## src/rtl/fbr_cfg.svh

```systemverilog
/*
 Shared sizes and fixed latencies of the flash bus and burst read block.
 Assumes inclusion by bare name from every design file that needs it.
*/
`ifndef FBR_CFG_SVH
`define FBR_CFG_SVH
`define FBR_ADDR_W      23
`define FBR_DATA_W      16
`define FBR_BANK_W      2
`define FBR_BLK_W       6
`define FBR_SUB_W       4
`define FBR_BLK_WAIT    2'd2
`define FBR_ODD_WAIT    2'd1
`define FBR_WAIT_W      4
`define FBR_BUF_DEPTH   2
`endif

```

## src/rtl/fbr_pkg.sv

```systemverilog
/*
 Types of the flash bus and burst read block.
 Assumes nothing of its surroundings.
*/
package fbr_pkg;
   typedef enum logic [1:0] {
      FBR_CONT   = 2'b00,
      FBR_WRAP8  = 2'b01,
      FBR_WRAP16 = 2'b10,
      FBR_WRAP32 = 2'b11
   } fbr_mode_type;

   typedef enum logic [1:0] {
      FBR_IDLE  = 2'b00,
      FBR_INIT  = 2'b01,
      FBR_BURST = 2'b11,
      FBR_STAT  = 2'b10
   } fbr_state_type;
endpackage

```

## src/rtl/fbr_stream_if.sv

```systemverilog
/*
 Valid/ready word stream between the block's own modules.
 Assumes both ends run on the same clock.
*/
`timescale 1ns/100ps
interface fbr_stream_if #(parameter int W = 16);
   logic         valid;
   logic         ready;
   logic [W-1:0] data;
   modport src (output valid, output data, input ready);
   modport snk (input valid, input data, output ready);
endinterface // fbr_stream_if

```

## src/rtl/fbr_buf.sv

```systemverilog
/*
 Small flip-flop FIFO for read words headed to the data pins.
 Assumes a synchronous active-high reset and a flush that empties it.
*/
`timescale 1ns/100ps
`include "fbr_cfg.svh"
module fbr_buf #(
   parameter int W     = `FBR_DATA_W,
   parameter int DEPTH = `FBR_BUF_DEPTH
) (
   // Clock and reset
   input  wire logic    clk_i,
   input  wire logic    rst_i,
   input  wire logic    flush_i,
   // Streams
   fbr_stream_if.snk    in_s,
   fbr_stream_if.src    out_s
);
   localparam int PW = $clog2(DEPTH);
   logic [W-1:0]  mem [DEPTH];
   logic [PW-1:0] wr_ptr;
   logic [PW-1:0] rd_ptr;
   logic [PW:0]   count;
   logic          push;
   logic          pop;

   assign in_s.ready  = (count != (PW+1)'(DEPTH));
   assign out_s.valid = (count != '0);
   assign out_s.data  = mem[rd_ptr];
   assign push        = in_s.valid & in_s.ready;
   assign pop         = out_s.valid & out_s.ready;

   always_ff @(posedge clk_i) begin
      if (push) begin
         mem[wr_ptr] <= in_s.data;
      end
   end

   always_ff @(posedge clk_i) begin
      if (rst_i || flush_i) begin
         wr_ptr <= '0;
         rd_ptr <= '0;
         count  <= '0;
      end else begin
         if (push) begin
            wr_ptr <= (wr_ptr == PW'(DEPTH - 1)) ? '0 : wr_ptr + 1'b1;
         end
         if (pop) begin
            rd_ptr <= (rd_ptr == PW'(DEPTH - 1)) ? '0 : rd_ptr + 1'b1;
         end
         count <= count + (PW+1)'(push) - (PW+1)'(pop);
      end
   end
endmodule // fbr_buf

```

## src/rtl/fbr_step.sv

```systemverilog
/*
 Next burst address and the boundary wait states it costs.
 Assumes a pure combinational use by the burst sequencer.
*/
`timescale 1ns/100ps
`include "fbr_cfg.svh"
module fbr_step #(
   parameter int AW = `FBR_ADDR_W
) (
   // Step request
   input  fbr_pkg::fbr_mode_type mode_i,
   input  wire logic [AW-1:0]    addr_i,
   input  wire logic             odd_pend_i,
   // Step result
   output logic [AW-1:0]         next_addr_o,
   output logic [1:0]            extra_o,
   output logic                  bank_cross_o
);
   import fbr_pkg::*;
   logic [AW-1:0] inc;

   always_comb begin
      inc          = addr_i + 1'b1;
      next_addr_o  = inc;
      extra_o      = 2'd0;
      bank_cross_o = 1'b0;
      unique case (mode_i)
         FBR_CONT: begin
            next_addr_o = inc;
            if (inc[`FBR_BLK_W-1:0] == '0) begin
               extra_o      = `FBR_BLK_WAIT;
               bank_cross_o = inc[AW-1 -: `FBR_BANK_W] != addr_i[AW-1 -: `FBR_BANK_W];
            end
            if (odd_pend_i && inc[`FBR_SUB_W-1:0] == '0) begin
               extra_o = extra_o + `FBR_ODD_WAIT;
            end
         end
         FBR_WRAP8:  next_addr_o = {addr_i[AW-1:3], inc[2:0]};
         FBR_WRAP16: next_addr_o = {addr_i[AW-1:4], inc[3:0]};
         FBR_WRAP32: next_addr_o = {addr_i[AW-1:5], inc[4:0]};
      endcase
   end
endmodule // fbr_step

```

## src/rtl/fbr_flash_bus.sv

```systemverilog
/*
 Device-side bus interface of a burst NOR flash: pin decode, command
 latches, asynchronous and synchronous burst reads with ready.
 Assumes host pins are asynchronous to ref_clk_i and the burst clock is
 well below a third of it; array data returns one cycle after a read.
*/
`timescale 1ns/100ps
`include "fbr_cfg.svh"
module fbr_flash_bus #(
   parameter int AW = `FBR_ADDR_W,
   parameter int DW = `FBR_DATA_W,
   parameter int WW = `FBR_WAIT_W
) (
   // Clock and reset
   input  wire logic             ref_clk_i,
   input  wire logic             sys_rst_i,
   // Flash pins
   input  wire logic             chip_sel_n_i,
   input  wire logic             out_en_n_i,
   input  wire logic             write_n_i,
   input  wire logic             address_valid_strobe_n_i,
   input  wire logic             hw_rst_n_i,
   input  wire logic             burst_clk_i,
   input  wire logic [AW-1:0]    address_bus_i,
   input  wire logic [DW-1:0]    data_bus_i,
   output logic [DW-1:0]         data_bus_o,
   output logic                  data_bus_oe_o,
   output logic                  rdy_o,
   output logic                  rdy_oe_o,
   // Configuration
   input  wire logic             cfg_set_i,
   input  fbr_pkg::fbr_mode_type cfg_mode_i,
   input  wire logic [WW-1:0]    cfg_wait_i,
   input  wire logic             cfg_falling_edge_i,
   output logic                  sync_mode_o,
   // Array and command side
   output logic                  arr_rd_o,
   output logic [AW-1:0]         arr_addr_o,
   input  wire logic [DW-1:0]    arr_data_i,
   input  wire logic [3:0]       bank_busy_i,
   input  wire logic [DW-1:0]    status_data_i,
   output logic                  cmd_valid_o,
   output logic [AW-1:0]         cmd_addr_o,
   output logic [DW-1:0]         cmd_data_o
);
   import fbr_pkg::*;
   localparam int PW = 6 + AW + DW;
   // Pins reset to their idle levels; the burst clock idles low
   localparam logic [PW-1:0] PIN_IDLE = ~(PW'(1) << 5);

   logic [PW-1:0]   pin_meta;
   logic [PW-1:0]   pin_s;
   logic            ce_n, oe_n, we_n, avd_n, hw_n, bclk;
   logic [AW-1:0]   addr_in;
   logic [DW-1:0]   data_in;
   logic            avd_q, bclk_q, wr_q, rd_q;
   logic            rst_all, avd_rise, bclk_edge, take, go, wr_act;
   fbr_mode_type    mode_q;
   logic [WW-1:0]   wait_q;
   logic            fall_q;
   fbr_state_type   state;
   logic [AW-1:0]   cur;
   logic [1:0]      pend;
   logic            odd_pend;
   logic [WW-1:0]   init_cnt;
   logic            edge_pend;
   logic [AW-1:0]   step_next;
   logic [1:0]      step_extra;
   logic            step_bank;

   fbr_stream_if #(.W(DW)) rd_in ();
   fbr_stream_if #(.W(DW)) rd_out ();

   // Two-stage synchronisers on every host pin
   always_ff @(posedge ref_clk_i) begin
      if (sys_rst_i) begin
         pin_meta <= PIN_IDLE;
         pin_s    <= PIN_IDLE;
      end else begin
         pin_meta <= {data_bus_i, address_bus_i, burst_clk_i, hw_rst_n_i,
                      address_valid_strobe_n_i, write_n_i, out_en_n_i, chip_sel_n_i};
         pin_s    <= pin_meta;
      end
   end

   assign {data_in, addr_in, bclk, hw_n, avd_n, we_n, oe_n, ce_n} = pin_s;
   assign rst_all   = sys_rst_i | ~hw_n;
   assign bclk_edge = fall_q ? (bclk_q & ~bclk) : (~bclk_q & bclk);
   assign avd_rise  = ~avd_q & avd_n & ~ce_n & we_n;
   assign take      = edge_pend | bclk_edge;
   assign go        = take & ~oe_n & we_n & avd_n & rd_in.ready;
   assign wr_act    = ~ce_n & ~we_n & oe_n;

   always_ff @(posedge ref_clk_i) begin
      if (rst_all) begin
         avd_q  <= 1'b1;
         bclk_q <= 1'b0;
         wr_q   <= 1'b0;
         rd_q   <= 1'b0;
      end else begin
         avd_q  <= avd_n;
         bclk_q <= bclk;
         wr_q   <= wr_act;
         rd_q   <= arr_rd_o;
      end
   end

   // Read mode and burst settings change only by the configuration command or a reset
   always_ff @(posedge ref_clk_i) begin
      if (rst_all) begin
         sync_mode_o <= 1'b0;
         mode_q      <= FBR_CONT;
         wait_q      <= '0;
         fall_q      <= 1'b0;
      end else if (cfg_set_i) begin
         sync_mode_o <= 1'b1;
         mode_q      <= cfg_mode_i;
         wait_q      <= cfg_wait_i;
         fall_q      <= cfg_falling_edge_i;
      end
   end

   // Command latches
   always_ff @(posedge ref_clk_i) begin
      if (rst_all) begin
         cmd_valid_o <= 1'b0;
         cmd_addr_o  <= '0;
         cmd_data_o  <= '0;
      end else begin
         cmd_valid_o <= wr_q & ~wr_act;
         if (wr_act && !wr_q) begin
            cmd_addr_o <= addr_in;
         end
         if (wr_q && !wr_act) begin
            cmd_data_o <= data_in;
         end
      end
   end

   fbr_step #(.AW(AW)) u_step (
      .mode_i       (mode_q),
      .addr_i       (cur),
      .odd_pend_i   (odd_pend),
      .next_addr_o  (step_next),
      .extra_o      (step_extra),
      .bank_cross_o (step_bank)
   );

   // Burst sequencer
   always_ff @(posedge ref_clk_i) begin
      if (rst_all) begin
         state     <= FBR_IDLE;
         cur       <= '0;
         pend      <= 2'd0;
         odd_pend  <= 1'b0;
         init_cnt  <= '0;
         edge_pend <= 1'b0;
         rdy_o     <= 1'b0;
         arr_rd_o  <= 1'b0;
         arr_addr_o <= '0;
      end else begin
         arr_rd_o  <= 1'b0;
         edge_pend <= take & ~go;
         if (ce_n) begin
            state     <= FBR_IDLE;
            edge_pend <= 1'b0;
            rdy_o     <= 1'b0;
         end else if (avd_rise) begin
            cur       <= addr_in;
            odd_pend  <= addr_in[0];
            pend      <= 2'd0;
            edge_pend <= 1'b0;
            rdy_o     <= 1'b0;
            if (sync_mode_o) begin
               state    <= FBR_INIT;
               init_cnt <= wait_q;
            end else begin
               state      <= FBR_IDLE;
               arr_rd_o   <= 1'b1;
               arr_addr_o <= addr_in;
            end
         end else begin
            unique case (state)
               FBR_IDLE: ;
               FBR_STAT: ;
               FBR_INIT: begin
                  if (go) begin
                     if (init_cnt == '0) begin
                        state      <= FBR_BURST;
                        arr_rd_o   <= 1'b1;
                        arr_addr_o <= cur;
                        rdy_o      <= 1'b1;
                     end else begin
                        init_cnt <= init_cnt - 1'b1;
                     end
                  end
               end
               FBR_BURST: begin
                  if (go && pend != 2'd0) begin
                     pend <= pend - 1'b1;
                     rdy_o <= (pend == 2'd1);
                     if (pend == 2'd1) begin
                        arr_rd_o   <= 1'b1;
                        arr_addr_o <= cur;
                     end
                  end else if (go) begin
                     cur <= step_next;
                     if (step_next[`FBR_SUB_W-1:0] == '0) begin
                        odd_pend <= 1'b0;
                     end
                     if (step_bank && bank_busy_i[step_next[AW-1 -: `FBR_BANK_W]]) begin
                        state <= FBR_STAT;
                        rdy_o <= 1'b0;
                     end else if (step_extra != 2'd0) begin
                        pend  <= step_extra;
                        rdy_o <= 1'b0;
                     end else begin
                        arr_rd_o   <= 1'b1;
                        arr_addr_o <= step_next;
                        rdy_o      <= 1'b1;
                     end
                  end
               end
            endcase
         end
      end
   end

   assign rd_in.valid  = rd_q;
   assign rd_in.data   = arr_data_i;
   assign rd_out.ready = ~oe_n;

   fbr_buf #(.W(DW), .DEPTH(`FBR_BUF_DEPTH)) u_buf (
      .clk_i   (ref_clk_i),
      .rst_i   (rst_all),
      .flush_i (ce_n | avd_rise),
      .in_s    (rd_in.snk),
      .out_s   (rd_out.src)
   );

   // Pin drivers
   always_ff @(posedge ref_clk_i) begin
      if (rst_all) begin
         data_bus_o    <= '0;
         data_bus_oe_o <= 1'b0;
         rdy_oe_o      <= 1'b0;
      end else begin
         data_bus_oe_o <= ~ce_n & ~oe_n & we_n;
         rdy_oe_o      <= sync_mode_o & ~ce_n;
         if (state == FBR_STAT) begin
            data_bus_o <= status_data_i;
         end else if (rd_out.valid && rd_out.ready) begin
            data_bus_o <= rd_out.data;
         end
      end
   end
endmodule // fbr_flash_bus

```

## config.mk

```make
export PLATFORM = sky130hd
export DESIGN_NAME = fbr_flash_bus
export DESIGN_NICKNAME = d
export VERILOG_FILES = /design/src/rtl/fbr_pkg.sv /design/src/rtl/fbr_stream_if.sv /design/src/rtl/fbr_buf.sv /design/src/rtl/fbr_step.sv /design/src/rtl/fbr_flash_bus.sv
export VERILOG_INCLUDE_DIRS = /design/src /design/src/rtl
export SDC_FILE = /design/constraint.sdc
export NUM_CORES = 1
export LEC_CHECK = 0
export ABC_AREA = 1
export BUFFER_PORTS_ARGS = -buffer_cell sky130_fd_sc_hd__buf_4
export CORE_MARGIN = 2
export CORE_UTILIZATION = 35
export CTS_CLUSTER_DIAMETER = 40
export DETAILED_ROUTE_END_ITERATION = 6
export HOLD_SLACK_MARGIN = 0.06
export PLACE_DENSITY = 0.54
export SLEW_MARGIN = 10
export SYNTH_ARGS = -nofsm -noshare
export SYNTH_HDL_FRONTEND = slang
export SYNTH_HIERARCHICAL = 1
export SYNTH_SLANG_ARGS = --single-unit
export TNS_END_PERCENT = 10
```

## constraint.sdc

```tcl
create_clock -name ref_clk_i -period 5.8 [get_ports ref_clk_i]
set_clock_uncertainty 0.05 [all_clocks]
set_input_delay 1.74 -clock ref_clk_i [delete_from_list [all_inputs] [get_ports ref_clk_i]]
set_output_delay 1.74 -clock ref_clk_i [all_outputs]
set_load 0.1 [all_outputs]
```

==> flow_metrics.env, run 1 <==
export IMPL_status="completed"
export IMPL_synth_edf_count=32
export IMPL_ant_nets=0
export IMPL_drt_wirelength_per_cell_um=13.2
export IMPL_ctsResizeCount=0
export IMPL_cts_post_setup_buffers_inserted=0
export IMPL_clkTransAtPathRegs_ns=0.06
export IMPL_clk_latency_ns=0.52
export IMPL_hpwl_um=17400
export IMPL_hold_path_class="reg -> reg"
export IMPL_setup_viol=0
export IMPL_area_delta_synth_final_pct=26.3
export IMPL_r2r_cells=19
export IMPL_cts_max_path_buffers=3
export IMPL_crit_chain="buf_4 -> inv_1 -> nand2_1 -> inv_2 -> buf_4 -> o21ai_0 -> nor2_1"
export IMPL_slowest_stage="buf_4"
export IMPL_initial_utilization_pct=35.8
export IMPL_grt_max_degree=92
export IMPL_cts_made_buffers=38
export IMPL_period_minus_slack_ns=3.17
export IMPL_final_cells=1943
export IMPL_synth_avg_cell_area_um2=7.83
export IMPL_power_density_mw_per_mm2=315
export IMPL_worstPathMaxFanout=91
export IMPL_drtIter0Drc=517
export IMPL_grt_total_usage_pct=16.0
export IMPL_cts_tree="done"
export IMPL_synth_area_top_cells="dfxtp_1, nand2_1, edfxtp_1"
export IMPL_yosysSeqAreaShare_pct=50.8
export IMPL_reg2reg_setup_slack_ns=2.67
export IMPL_die_height_um=179
export IMPL_coreArea_mm2=0.0298
export IMPL_ys_warn_count=6
export IMPL_dp_cells=1874
export IMPL_slowest_delay_ns=0.65
export IMPL_worstSetupEndpoint="cur[17]$_SDFFE_PP0P_"
export IMPL_htree_levels=2
export IMPL_yosys_register_bits=255
export IMPL_ir_drop_mv=0.230
export IMPL_min_from="pin_meta[8]$_SDFF_PP1_"
export IMPL_setup_tns_ns=0
export IMPL_cp_required_ns=6.18
export IMPL_ys_async_sr_fraction_pct=0
export IMPL_num_fill_cells=3031
export IMPL_syn_nets=1460
export IMPL_fin_ws_ns=2.63
export IMPL_via_per_inst=4.47
export IMPL_cp_start_kind="input pin"
export IMPL_worstMarginPinSlew_ns=0.947
export IMPL_grt_pass1_vias=8250
export IMPL_fmax_mhz=315
export IMPL_grt_pass1_wl_um=41100
export IMPL_drt_wl_total_um=25700
export IMPL_place_congestion=0.834
export IMPL_final_max_slew_viol_count=0
export IMPL_antenna_found_initial=0
export IMPL_dpl_cell_area_mm2=0.0122
export IMPL_first_pass_iters=5
export IMPL_utilization_pct=45.2
export IMPL_dieArea_mm2=0.0319
export IMPL_vias=8693
export IMPL_path_common_cell="buf_4"
export IMPL_die_w_um=179
export IMPL_synth_top_area_share_pct=41.8
export IMPL_layout_nets=1621
export IMPL_r2r_end="arr_addr_o[10]$_SDFFE_PP0P_"
export IMPL_cts_hold_buf=0
export IMPL_crit_reg2reg_launch="cur[5]$_SDFFE_PP0P_"
export IMPL_power_mw=4.25
export IMPL_fin_area_mm2=0.0135
export IMPL_critical_path_class="in -> reg"
export IMPL_critPathLaunch="sys_rst_i"
export IMPL_io_pins=175
export IMPL_yosysUniqueCellTypes=41
export IMPL_max_cap_viol_count=0
export IMPL_worstPathArrival_ns=3.55
export IMPL_pre_cts_ws_ns=2.11
export IMPL_num_rows=63
export IMPL_hold_ws_ns=0.347
export IMPL_cp_end_kind="flop"
export IMPL_leakagePower_nw=5.91
export IMPL_rsz0062_at_grt="false"
export IMPL_overflow=0
export IMPL_drive_gt1_share_pct=25.0
export IMPL_cts_num_sinks=255
export IMPL_syn_area_mm2=0.0107
export IMPL_drt_drc_violations_left=0
export IMPL_max_slew_margin_pct=36.8
export IMPL_synth_ff_type="dfxtp_1"
export IMPL_antenna_cells=0
export IMPL_hold_viol=0
export IMPL_fin_crit_sh_pct=54.7
export IMPL_root_buffer="clkbuf_16"
export IMPL_synth_area_leader_cell="dfxtp_1"
export IMPL_port_buffers=174
export IMPL_synthCells=1363
==> final cells by class <==
cell class | count | area, µm² | area share, %
Clock buffer | 47 | 1070 | 7.92
Clock inverter | 22 | 209 | 1.55
Inverter | 172 | 647 | 4.80
Multi-Input combinational cell | 878 | 4300 | 31.9
Sequential cell | 255 | 5430 | 40.2
Tap cell | 390 | 488 | 3.62
Timing Repair Buffer | 179 | 1340 | 9.97
==> synth_stat cells (2+ instances only) <==
library cell and n:
ha_1 6, nand3_1 42, a21oi_1 50, nand2_4 4, a31oi_1 6, xnor2_1 8, buf_2 9, xor2_1 5
nand2_2 5, inv_2 8, nor2_4 7, dfxtp_1 223, or2_2 90, clkinv_1 2, edfxtp_1 32, inv_1 161
nor2_1 206, nand2_1 278, mux2_2 6, buf_1 5, mux2_4 10, o21ai_1 13, nand4_1 13, buf_6 7
nor2_2 7, nand3_2 3, clkbuf_1 35, nand3b_1 3, o21ai_0 107
==> how the worst min path moves through the flow <==
| stage | slack [ns] | endpoint | cells past startpoint |
|---|---|---|---|
| 2_1_floorplan | 0.34 | pin_s[5]$_SDFF_PP0_ | 2 |
| 3_3_place_gp | 0.34 | pin_s[38]$_SDFF_PP1_ | 1 |
| 3_5_place_dp | 0.34 | pin_s[36]$_SDFF_PP1_ | 1 |
| 4_1_cts | 0.36 | pin_s[36]$_SDFF_PP1_ | 1 |
| 5_1_grt | 0.37 | pin_s[12]$_SDFF_PP1_ | 1 |
| 6_report | 0.35 | pin_s[8]$_SDFF_PP1_ | 1 |
==> per-layer routing <==
metal,vias up,routed length (µm),GRT usage [%]
met2,187,12100,26.4
met4,0,460,4.78
met3,44,1520,3.67
li1,4569,-,-
met1,3893,11700,20.7
met5,-,0,0
==> logic make-up (layout without fill, tap and decap cells) <==
logic type / after synthesis / in the layout / share of synthesized area, %
compound gates: 181 / 181 / 8.83
xor+xnor: 13 / 13 / 1.07
simple gates: 662 / 662 / 27.6
flops: 255 / 255 / 50.8
fa+ha+maj: 6 / 6 / 0.704
buf+inv: 230 / 420 / 8.89
mux: 16 / 16 / 2.04
==> worst max-delay path: cells and delay by family <==
family | cells | cell delay [ns]
buffers and inverters | 4 | 1.25
AOI/OAI and AO/OA | 1 | 0.21
and+or+nand+nor | 2 | 0.22
==> placed cells by master (no fill, tap or decap), types with 6 or more instances in the layout <==
cell,count
inv_1,160
nor2_4,7
dfxtp_1,223
a31oi_1,6
o21ai_0,107
inv_2,9
nand3_1,42
o21ai_1,13
nor2_1,205
edfxtp_1,32
inv_6,6
clkbuf_16,40
mux2_2,6
ha_1,6
xnor2_1,8
a21oi_1,50
or2_2,90
mux2_4,10
nand4_1,13
buf_4,179
nand2_1,278
nor2_2,8
==> flip-flops by register name, summed over array words and instances, names as in the netlist, 4 cells and up, named ones only <==
register and cells:
cmd_data_o 16, pin_s 45, pin_meta 45, wait_q 4, arr_addr_o 23, cur 23, cmd_addr_o 23, u_buf/mem 32
init_cnt 4, data_bus_o 16
==> report_power, final <==
| part | leakage [nW] | total [mW] | switching [mW] | internal [mW] |
|---|---|---|---|---|
| registers | 2.11 | 1.84 | 0.0166 | 1.82 |
| logic | 3.17 | 0.166 | 0.0899 | 0.0760 |
| clock network | 0.625 | 2.24 | 0.862 | 1.38 |
| total | 5.91 | 4.25 | 0.968 | 3.28 |
(Power assumes the default switching activity.)
==> run 2: changes to the inputs <==
- clock period: 5.8 -> 3.2 ns (I/O delays scaled with it)
==> run 2 against run 1 <==
Effect of this change:
- power rose by 82%
- clock power rose by 83%
- routed wire length rose by 0.15%
- combinational power rose by 86%
- non-clock buffer count rose by 5
- hold slack got worse by 0.0035 ns
- critical path depth rose by 13
- die area did not move
- cell area rose by 0.63%
- clock-buffer cell count rose by 4
- critical path type is now reg -> reg
- critical endpoint is now arr_addr_o[5]$_SDFFE_PP0P_
- largest power group unchanged
- highest routed layer unchanged
==> flow_metrics.env, run 2 (synthesis results as in run 1) <==
export IMPL_status="completed"
export IMPL_first_pass_iters=5
export IMPL_area_delta_synth_final_pct=27.1
export IMPL_cp_start_kind="flop"
export IMPL_initial_utilization_pct=35.8
export IMPL_cts_tree="done"
export IMPL_fmax_mhz=364
export IMPL_hold_path_class="reg -> reg"
export IMPL_place_congestion=0.804
export IMPL_period_minus_slack_ns=2.75
export IMPL_drt_wirelength_per_cell_um=13.2
export IMPL_rsz0062_at_grt="false"
export IMPL_via_per_inst=4.49
export IMPL_num_rows=63
export IMPL_htree_levels=2
export IMPL_leakagePower_nw=5.96
export IMPL_crit_chain="ha_1 -> nand3_2 -> nor2_4 -> nand2_4 -> inv_2 -> nand2_2 -> o21ai_1 -> nand2_1 -> inv_1 -> nand3_1 -> nand2_1 -> nand2_1 -> nand2_1 -> nand3_1 -> nand2_1 -> nand2_1 -> nand2_8 -> nand2_1 -> nand2_1 -> nor2_1"
export IMPL_grt_max_degree=91
export IMPL_setup_tns_ns=0
export IMPL_fin_ws_ns=0.450
export IMPL_final_cell_mix="nand2_1, dfxtp_1, nor2_1, buf_4, inv_1"
export IMPL_pre_cts_ws_ns=0.351
export IMPL_final_common_cell="nand2_1"
export IMPL_p_sw_share_pct=21.8
export IMPL_pwr_share_clk_pct=52.9
export IMPL_ir_drop_mv=0.312
export IMPL_grt_pass1_vias=8366
export IMPL_die_height_um=179
export IMPL_cp_required_ns=3.55
export IMPL_grt_total_usage_pct=16.2
export IMPL_dp_cells=1879
export IMPL_worstPathMaxFanout=46
export IMPL_clkTransAtPathRegs_ns=0.05
export IMPL_drt_drc_violations_left=0
export IMPL_setup_viol=0
export IMPL_drtIter0Drc=443
export IMPL_critical_path_class="reg -> reg"
export IMPL_crit_family="simple AND/OR/NAND/NOR gates"
export IMPL_drive_gt1_share_pct=25.1
export IMPL_cp_end_kind="flop"
export IMPL_worstPathArrival_ns=3.10
export IMPL_drt_wl_total_um=25800
export IMPL_fin_crit_sh_pct=85.9
export IMPL_cts_max_path_buffers=3
export IMPL_max_cap_viol_count=0
export IMPL_cts_num_sinks=255
export IMPL_vias=8757
export IMPL_antenna_cells=0
export IMPL_grt_pass1_wl_um=41600
export IMPL_ant_nets=0
export IMPL_final_max_slew_viol_count=0
export IMPL_slowest_delay_ns=0.41
export IMPL_final_cells=1949
export IMPL_power_internal_mw=6.06
export IMPL_antenna_found_initial=0
export IMPL_root_buffer="clkbuf_16"
export IMPL_hold_ws_ns=0.344
export IMPL_power_density_mw_per_mm2=571
export IMPL_slowest_stage="dfxtp_1"
export IMPL_worstMarginPinSlew_ns=0.962
export IMPL_pwr_share_comb_pct=4.0
export IMPL_die_w_um=179
export IMPL_switchingPower_mw=1.69
export IMPL_reg_top3="pin_meta (45), pin_s (45), u_buf/mem (32)"
export IMPL_seq_power_share_pct=43.1
export IMPL_dieArea_mm2=0.0319
export IMPL_max_slew_margin_pct=35.8
export IMPL_port_buffers=174
export IMPL_hpwl_um=17700
export IMPL_overflow=0
export IMPL_layout_nets=1627
export IMPL_coreArea_mm2=0.0298
export IMPL_path_common_cell="nand2_1"
export IMPL_cp_num_buf_inv=2
export IMPL_io_pins=175
export IMPL_hold_viol=0
export IMPL_cts_made_buffers=39
export IMPL_clk_latency_ns=0.51
[run 2: cell count changes in the layout (fill, tap and decap cells not counted), sizes merged]
cell / previous run / this run
buf: 179 / 184
clkinv: 12 / 13
bufinv: 1 / 2
clkbuf: 47 / 51
inv: 178 / 175
clkinvlp: 3 / 1
[run 2: area by class of cell]
cell class	instances	area [µm²]
Clock buffer	51	1100
Clock inverter	19	186
Fill cell	3022	16200
Inverter	172	647
Multi-Input combinational cell	878	4310
Sequential cell	255	5430
Tap cell	390	488
Timing Repair Buffer	184	1410
[run 2: timing repair]
action	4_1_cts	5_1_grt
buffers inserted	0	0
hold buffers	0	0
endpoints found under the setup margin	0	20
hold endpoints to repair	0	0
gates resized for setup	0	1
[run 2: metrics by stage]
stage	power (mW)	area (µm²)	util (%)
final	7.75	13600	45.5
after detailed placement	3.72	12300	41.2
after global placement	3.71	12300	41.2
after floorplan	3.57	10700	-
after global routing	8.05	13600	45.5
after CTS	7.87	13600	45.5
[run 2: final timing paths]
path / start / end / slack (ns) / cells after the start
setup reg to reg: cur[1]$_SDFFE_PP0P_ / arr_addr_o[5]$_SDFFE_PP0P_ / 0.45 / 20
hold / removal: pin_meta[22]$_SDFF_PP1_ / pin_s[22]$_SDFF_PP1_ / 0.34 / 1
setup / recovery: cur[1]$_SDFFE_PP0P_ / arr_addr_o[5]$_SDFFE_PP0P_ / 0.45 / 20
hold reg to reg: pin_meta[22]$_SDFF_PP1_ / pin_s[22]$_SDFF_PP1_ / 0.34 / 1
[run 2: worst register-to-register path, cell delays in order (launching register included)]
cell and delay [ns]:
dfxtp_1 0.41, ha_1 0.26, nand3_2 0.12, nor2_4 0.15, nand2_4 0.10, inv_2 0.06
nand2_2 0.09, o21ai_1 0.13, nand2_1 0.08, inv_1 0.09, nand3_1 0.08, nand2_1 0.07
nand2_1 0.10, nand2_1 0.08, nand3_1 0.06, nand2_1 0.09, nand2_1 0.13, nand2_8 0.26
nand2_1 0.14, nand2_1 0.08, nor2_1 0.04
[run 2: power by group through the flow]
stage | registers (mW) | clock network, mW | logic, mW
2_1_floorplan | 3.43 | 0 | 0.138
3_3_place_gp | 3.40 | 0 | 0.311
3_5_place_dp | 3.40 | 0 | 0.314
4_1_cts | 3.34 | 4.22 | 0.314
5_1_grt | 3.34 | 4.37 | 0.343
6_report | 3.34 | 4.10 | 0.309
[run 2: routing by layer]
metal	GRT usage, %	share of wire [%]	vias to the layer above
met5	0	0	-
met4	4.13	1.6	0
met3	4.11	5.6	37
met2	27.7	48	168
met1	20.3	45	3964
li1	-	-	4588
==> run 3: changes to the inputs <==
- CELL_PAD_IN_SITES_DETAIL_PLACEMENT: not set -> 0
- CELL_PAD_IN_SITES_GLOBAL_PLACEMENT: not set -> 1
- PLACE_DENSITY: 0.54 -> 0.69
==> run 3 against run 2 <==
Effect of this change:
- non-clock buffer count is 5 higher
- setup slack lost 0.054 ns
- utilization grew 0.57 points
- register-to-register slack worse by 0.05 ns
- global-route usage rose by 0.48 points
- combinational power is essentially flat
- critical endpoint is now arr_addr_o[1]$_SDFFE_PP0P_
==> flow_metrics.env, run 3 (synthesis results as in run 1) <==
export IMPL_status="completed"
export IMPL_ant_nets=0
export IMPL_reg_top3="pin_meta (45), pin_s (45), u_buf/mem (32)"
export IMPL_num_fill_cells=3040
export IMPL_overflow=0
export IMPL_hold_viol=0
export IMPL_num_rows=63
export IMPL_seq_power_share_pct=40.9
export IMPL_cts_tree="done"
export IMPL_htree_levels=2
export IMPL_path_common_cell="nand2_1"
export IMPL_layout_nets=1635
export IMPL_cts_post_setup_buffers_inserted=0
export IMPL_place_congestion=0.809
export IMPL_rsz0062_at_grt="false"
export IMPL_first_pass_iters=4
export IMPL_cp_end_kind="flop"
export IMPL_io_pins=175
export IMPL_cts_hold_buf=0
export IMPL_drt_drc_violations_left=0
export IMPL_max_slew_margin_pct=46.3
export IMPL_worstMarginPinSlew_ns=0.805
export IMPL_pre_cts_ws_ns=0.361
export IMPL_die_w_um=179
export IMPL_slowest_stage="dfxtp_1"
export IMPL_setup_tns_ns=0
export IMPL_power_internal_mw=6.38
export IMPL_cp_start_kind="flop"
export IMPL_cts_max_path_buffers=3
export IMPL_coreArea_mm2=0.0298
export IMPL_crit_chain="ha_1 -> nand3_2 -> nor2_4 -> nand2_4 -> inv_2 -> nand2_2 -> o21ai_1 -> nand2_1 -> inv_1 -> nand3_1 -> nand2_1 -> nand2_1 -> nand2_1 -> nand3_1 -> nand2_1 -> nand2_1 -> nand2_4 -> nand2_1 -> nand2_1 -> nor2_1"
export IMPL_via_per_inst=4.47
export IMPL_leakagePower_nw=6.04
export IMPL_ctsResizeCount=0
export IMPL_worstPathMaxFanout=46
export IMPL_grt_max_degree=55
export IMPL_crit_family="simple AND/OR/NAND/NOR gates"
export IMPL_multi_input_area_mm2=0.00430
export IMPL_critical_path_class="reg -> reg"
export IMPL_clkTransAtPathRegs_ns=0.05
export IMPL_fin_crit_sh_pct=87.6
export IMPL_grt_pass1_wl_um=42100
export IMPL_drt_wl_total_um=26600
export IMPL_grt_pass1_vias=8267
export IMPL_slowest_delay_ns=0.40
export IMPL_final_common_cell="nand2_1"
export IMPL_worstPathArrival_ns=3.15
export IMPL_hold_path_class="reg -> reg"
export IMPL_register_area_mm2=0.00543
export IMPL_setup_viol=0
export IMPL_cp_required_ns=3.54
export IMPL_pwr_share_clk_pct=55.3
export IMPL_ir_drop_mv=0.382
export IMPL_antenna_found_initial=1
export IMPL_dieArea_mm2=0.0319
export IMPL_drtIter0Drc=412
export IMPL_p_sw_share_pct=21.9
export IMPL_drt_wirelength_per_cell_um=13.6
export IMPL_final_cell_mix="nand2_1, dfxtp_1, nor2_1, buf_4, inv_1"
export IMPL_initial_utilization_pct=35.8
export IMPL_power_density_mw_per_mm2=594
export IMPL_antenna_cells=0
export IMPL_clk_latency_ns=0.53
export IMPL_fin_ws_ns=0.397
export IMPL_vias=8754
export IMPL_cts_made_buffers=42
export IMPL_pwr_share_comb_pct=3.8
export IMPL_switchingPower_mw=1.79
export IMPL_fin_area_mm2=0.0137
export IMPL_dpl_cell_area_mm2=0.0123
export IMPL_final_max_slew_viol_count=0
export IMPL_cts_num_sinks=255
export IMPL_root_buffer="clkbuf_16"
export IMPL_drive_gt1_share_pct=25.6
export IMPL_period_minus_slack_ns=2.80
export IMPL_cp_num_buf_inv=2
export IMPL_fmax_mhz=357
export IMPL_die_height_um=179
export IMPL_hpwl_um=18400
export IMPL_max_cap_viol_count=0
export IMPL_grt_total_usage_pct=16.7
export IMPL_area_delta_synth_final_pct=28.7
export IMPL_port_buffers=174
export IMPL_utilization_pct=46.1
-- run 3: changes by cell type in the layout (fill, tap and decap cells not counted), sizes merged --
| cell | previous run | this run |
|---|---|---|
| inv | 175 | 176 |
| clkinvlp | 1 | 3 |
| bufinv | 2 | 5 |
| clkbuf | 51 | 49 |
| clkinv | 13 | 14 |
| buf | 184 | 189 |
-- run 3: layout make-up --
class	instances	area share (%)
sequential	255	39.5
clock inverter	26	2.20
clock buffer	49	8.14
tap	390	3.55
multi-input combinational	878	31.3
inverter	172	4.71
timing repair buffer	189	10.6
-- run 3: path summary, 6_finish.rpt --
path | slack [ns] | endpoint | start | depth (start not counted)
setup / recovery | 0.40 | arr_addr_o[1]$_SDFFE_PP0P_ | cur[1]$_SDFFE_PP0P_ | 20
hold / removal | 0.35 | pin_s[5]$_SDFF_PP0_ | pin_meta[5]$_SDFF_PP0_ | 2
setup reg to reg | 0.40 | arr_addr_o[1]$_SDFFE_PP0P_ | cur[1]$_SDFFE_PP0P_ | 20
hold reg to reg | 0.35 | pin_s[5]$_SDFF_PP0_ | pin_meta[5]$_SDFF_PP0_ | 2
-- run 3: worst register-to-register path, cell delays in order, from the launching register on --
cell	delay, ns
dfxtp_1	0.40
ha_1	0.25
nand3_2	0.11
nor2_4	0.15
nand2_4	0.10
inv_2	0.06
nand2_2	0.08
o21ai_1	0.13
nand2_1	0.08
inv_1	0.09
nand3_1	0.08
nand2_1	0.06
nand2_1	0.09
nand2_1	0.07
nand3_1	0.06
nand2_1	0.09
nand2_1	0.08
nand2_4	0.37
nand2_1	0.16
nand2_1	0.08
nor2_1	0.04
-- run 3: power groups by stage --
stage	logic, mW	clock network (mW)	registers (mW)
after floorplan	0.138	0	3.43
after global placement	0.315	0	3.40
after detailed placement	0.316	0	3.40
after CTS	0.317	4.62	3.34
after global routing	0.345	4.76	3.34
final	0.311	4.52	3.33
-- run 3: metrics by stage --
step	power (mW)	std cells	hold WS [ns]
floorplan	3.57	1363	0.338
global placement	3.72	1884	0.341
detailed placement	3.72	1884	0.343
CTS	8.27	1959	0.355
global route	8.44	1959	0.366
finish	8.16	1959	0.349
-- run 3: routing by layer --
metal | track usage, % | wire [µm] | vias up
li1 | - | - | 4591
met1 | 20.4 | 11600 | 3925
met2 | 28.0 | 12600 | 180
met3 | 4.90 | 1660 | 56
met4 | 5.72 | 740 | 2
met5 | 0 | 10 | -
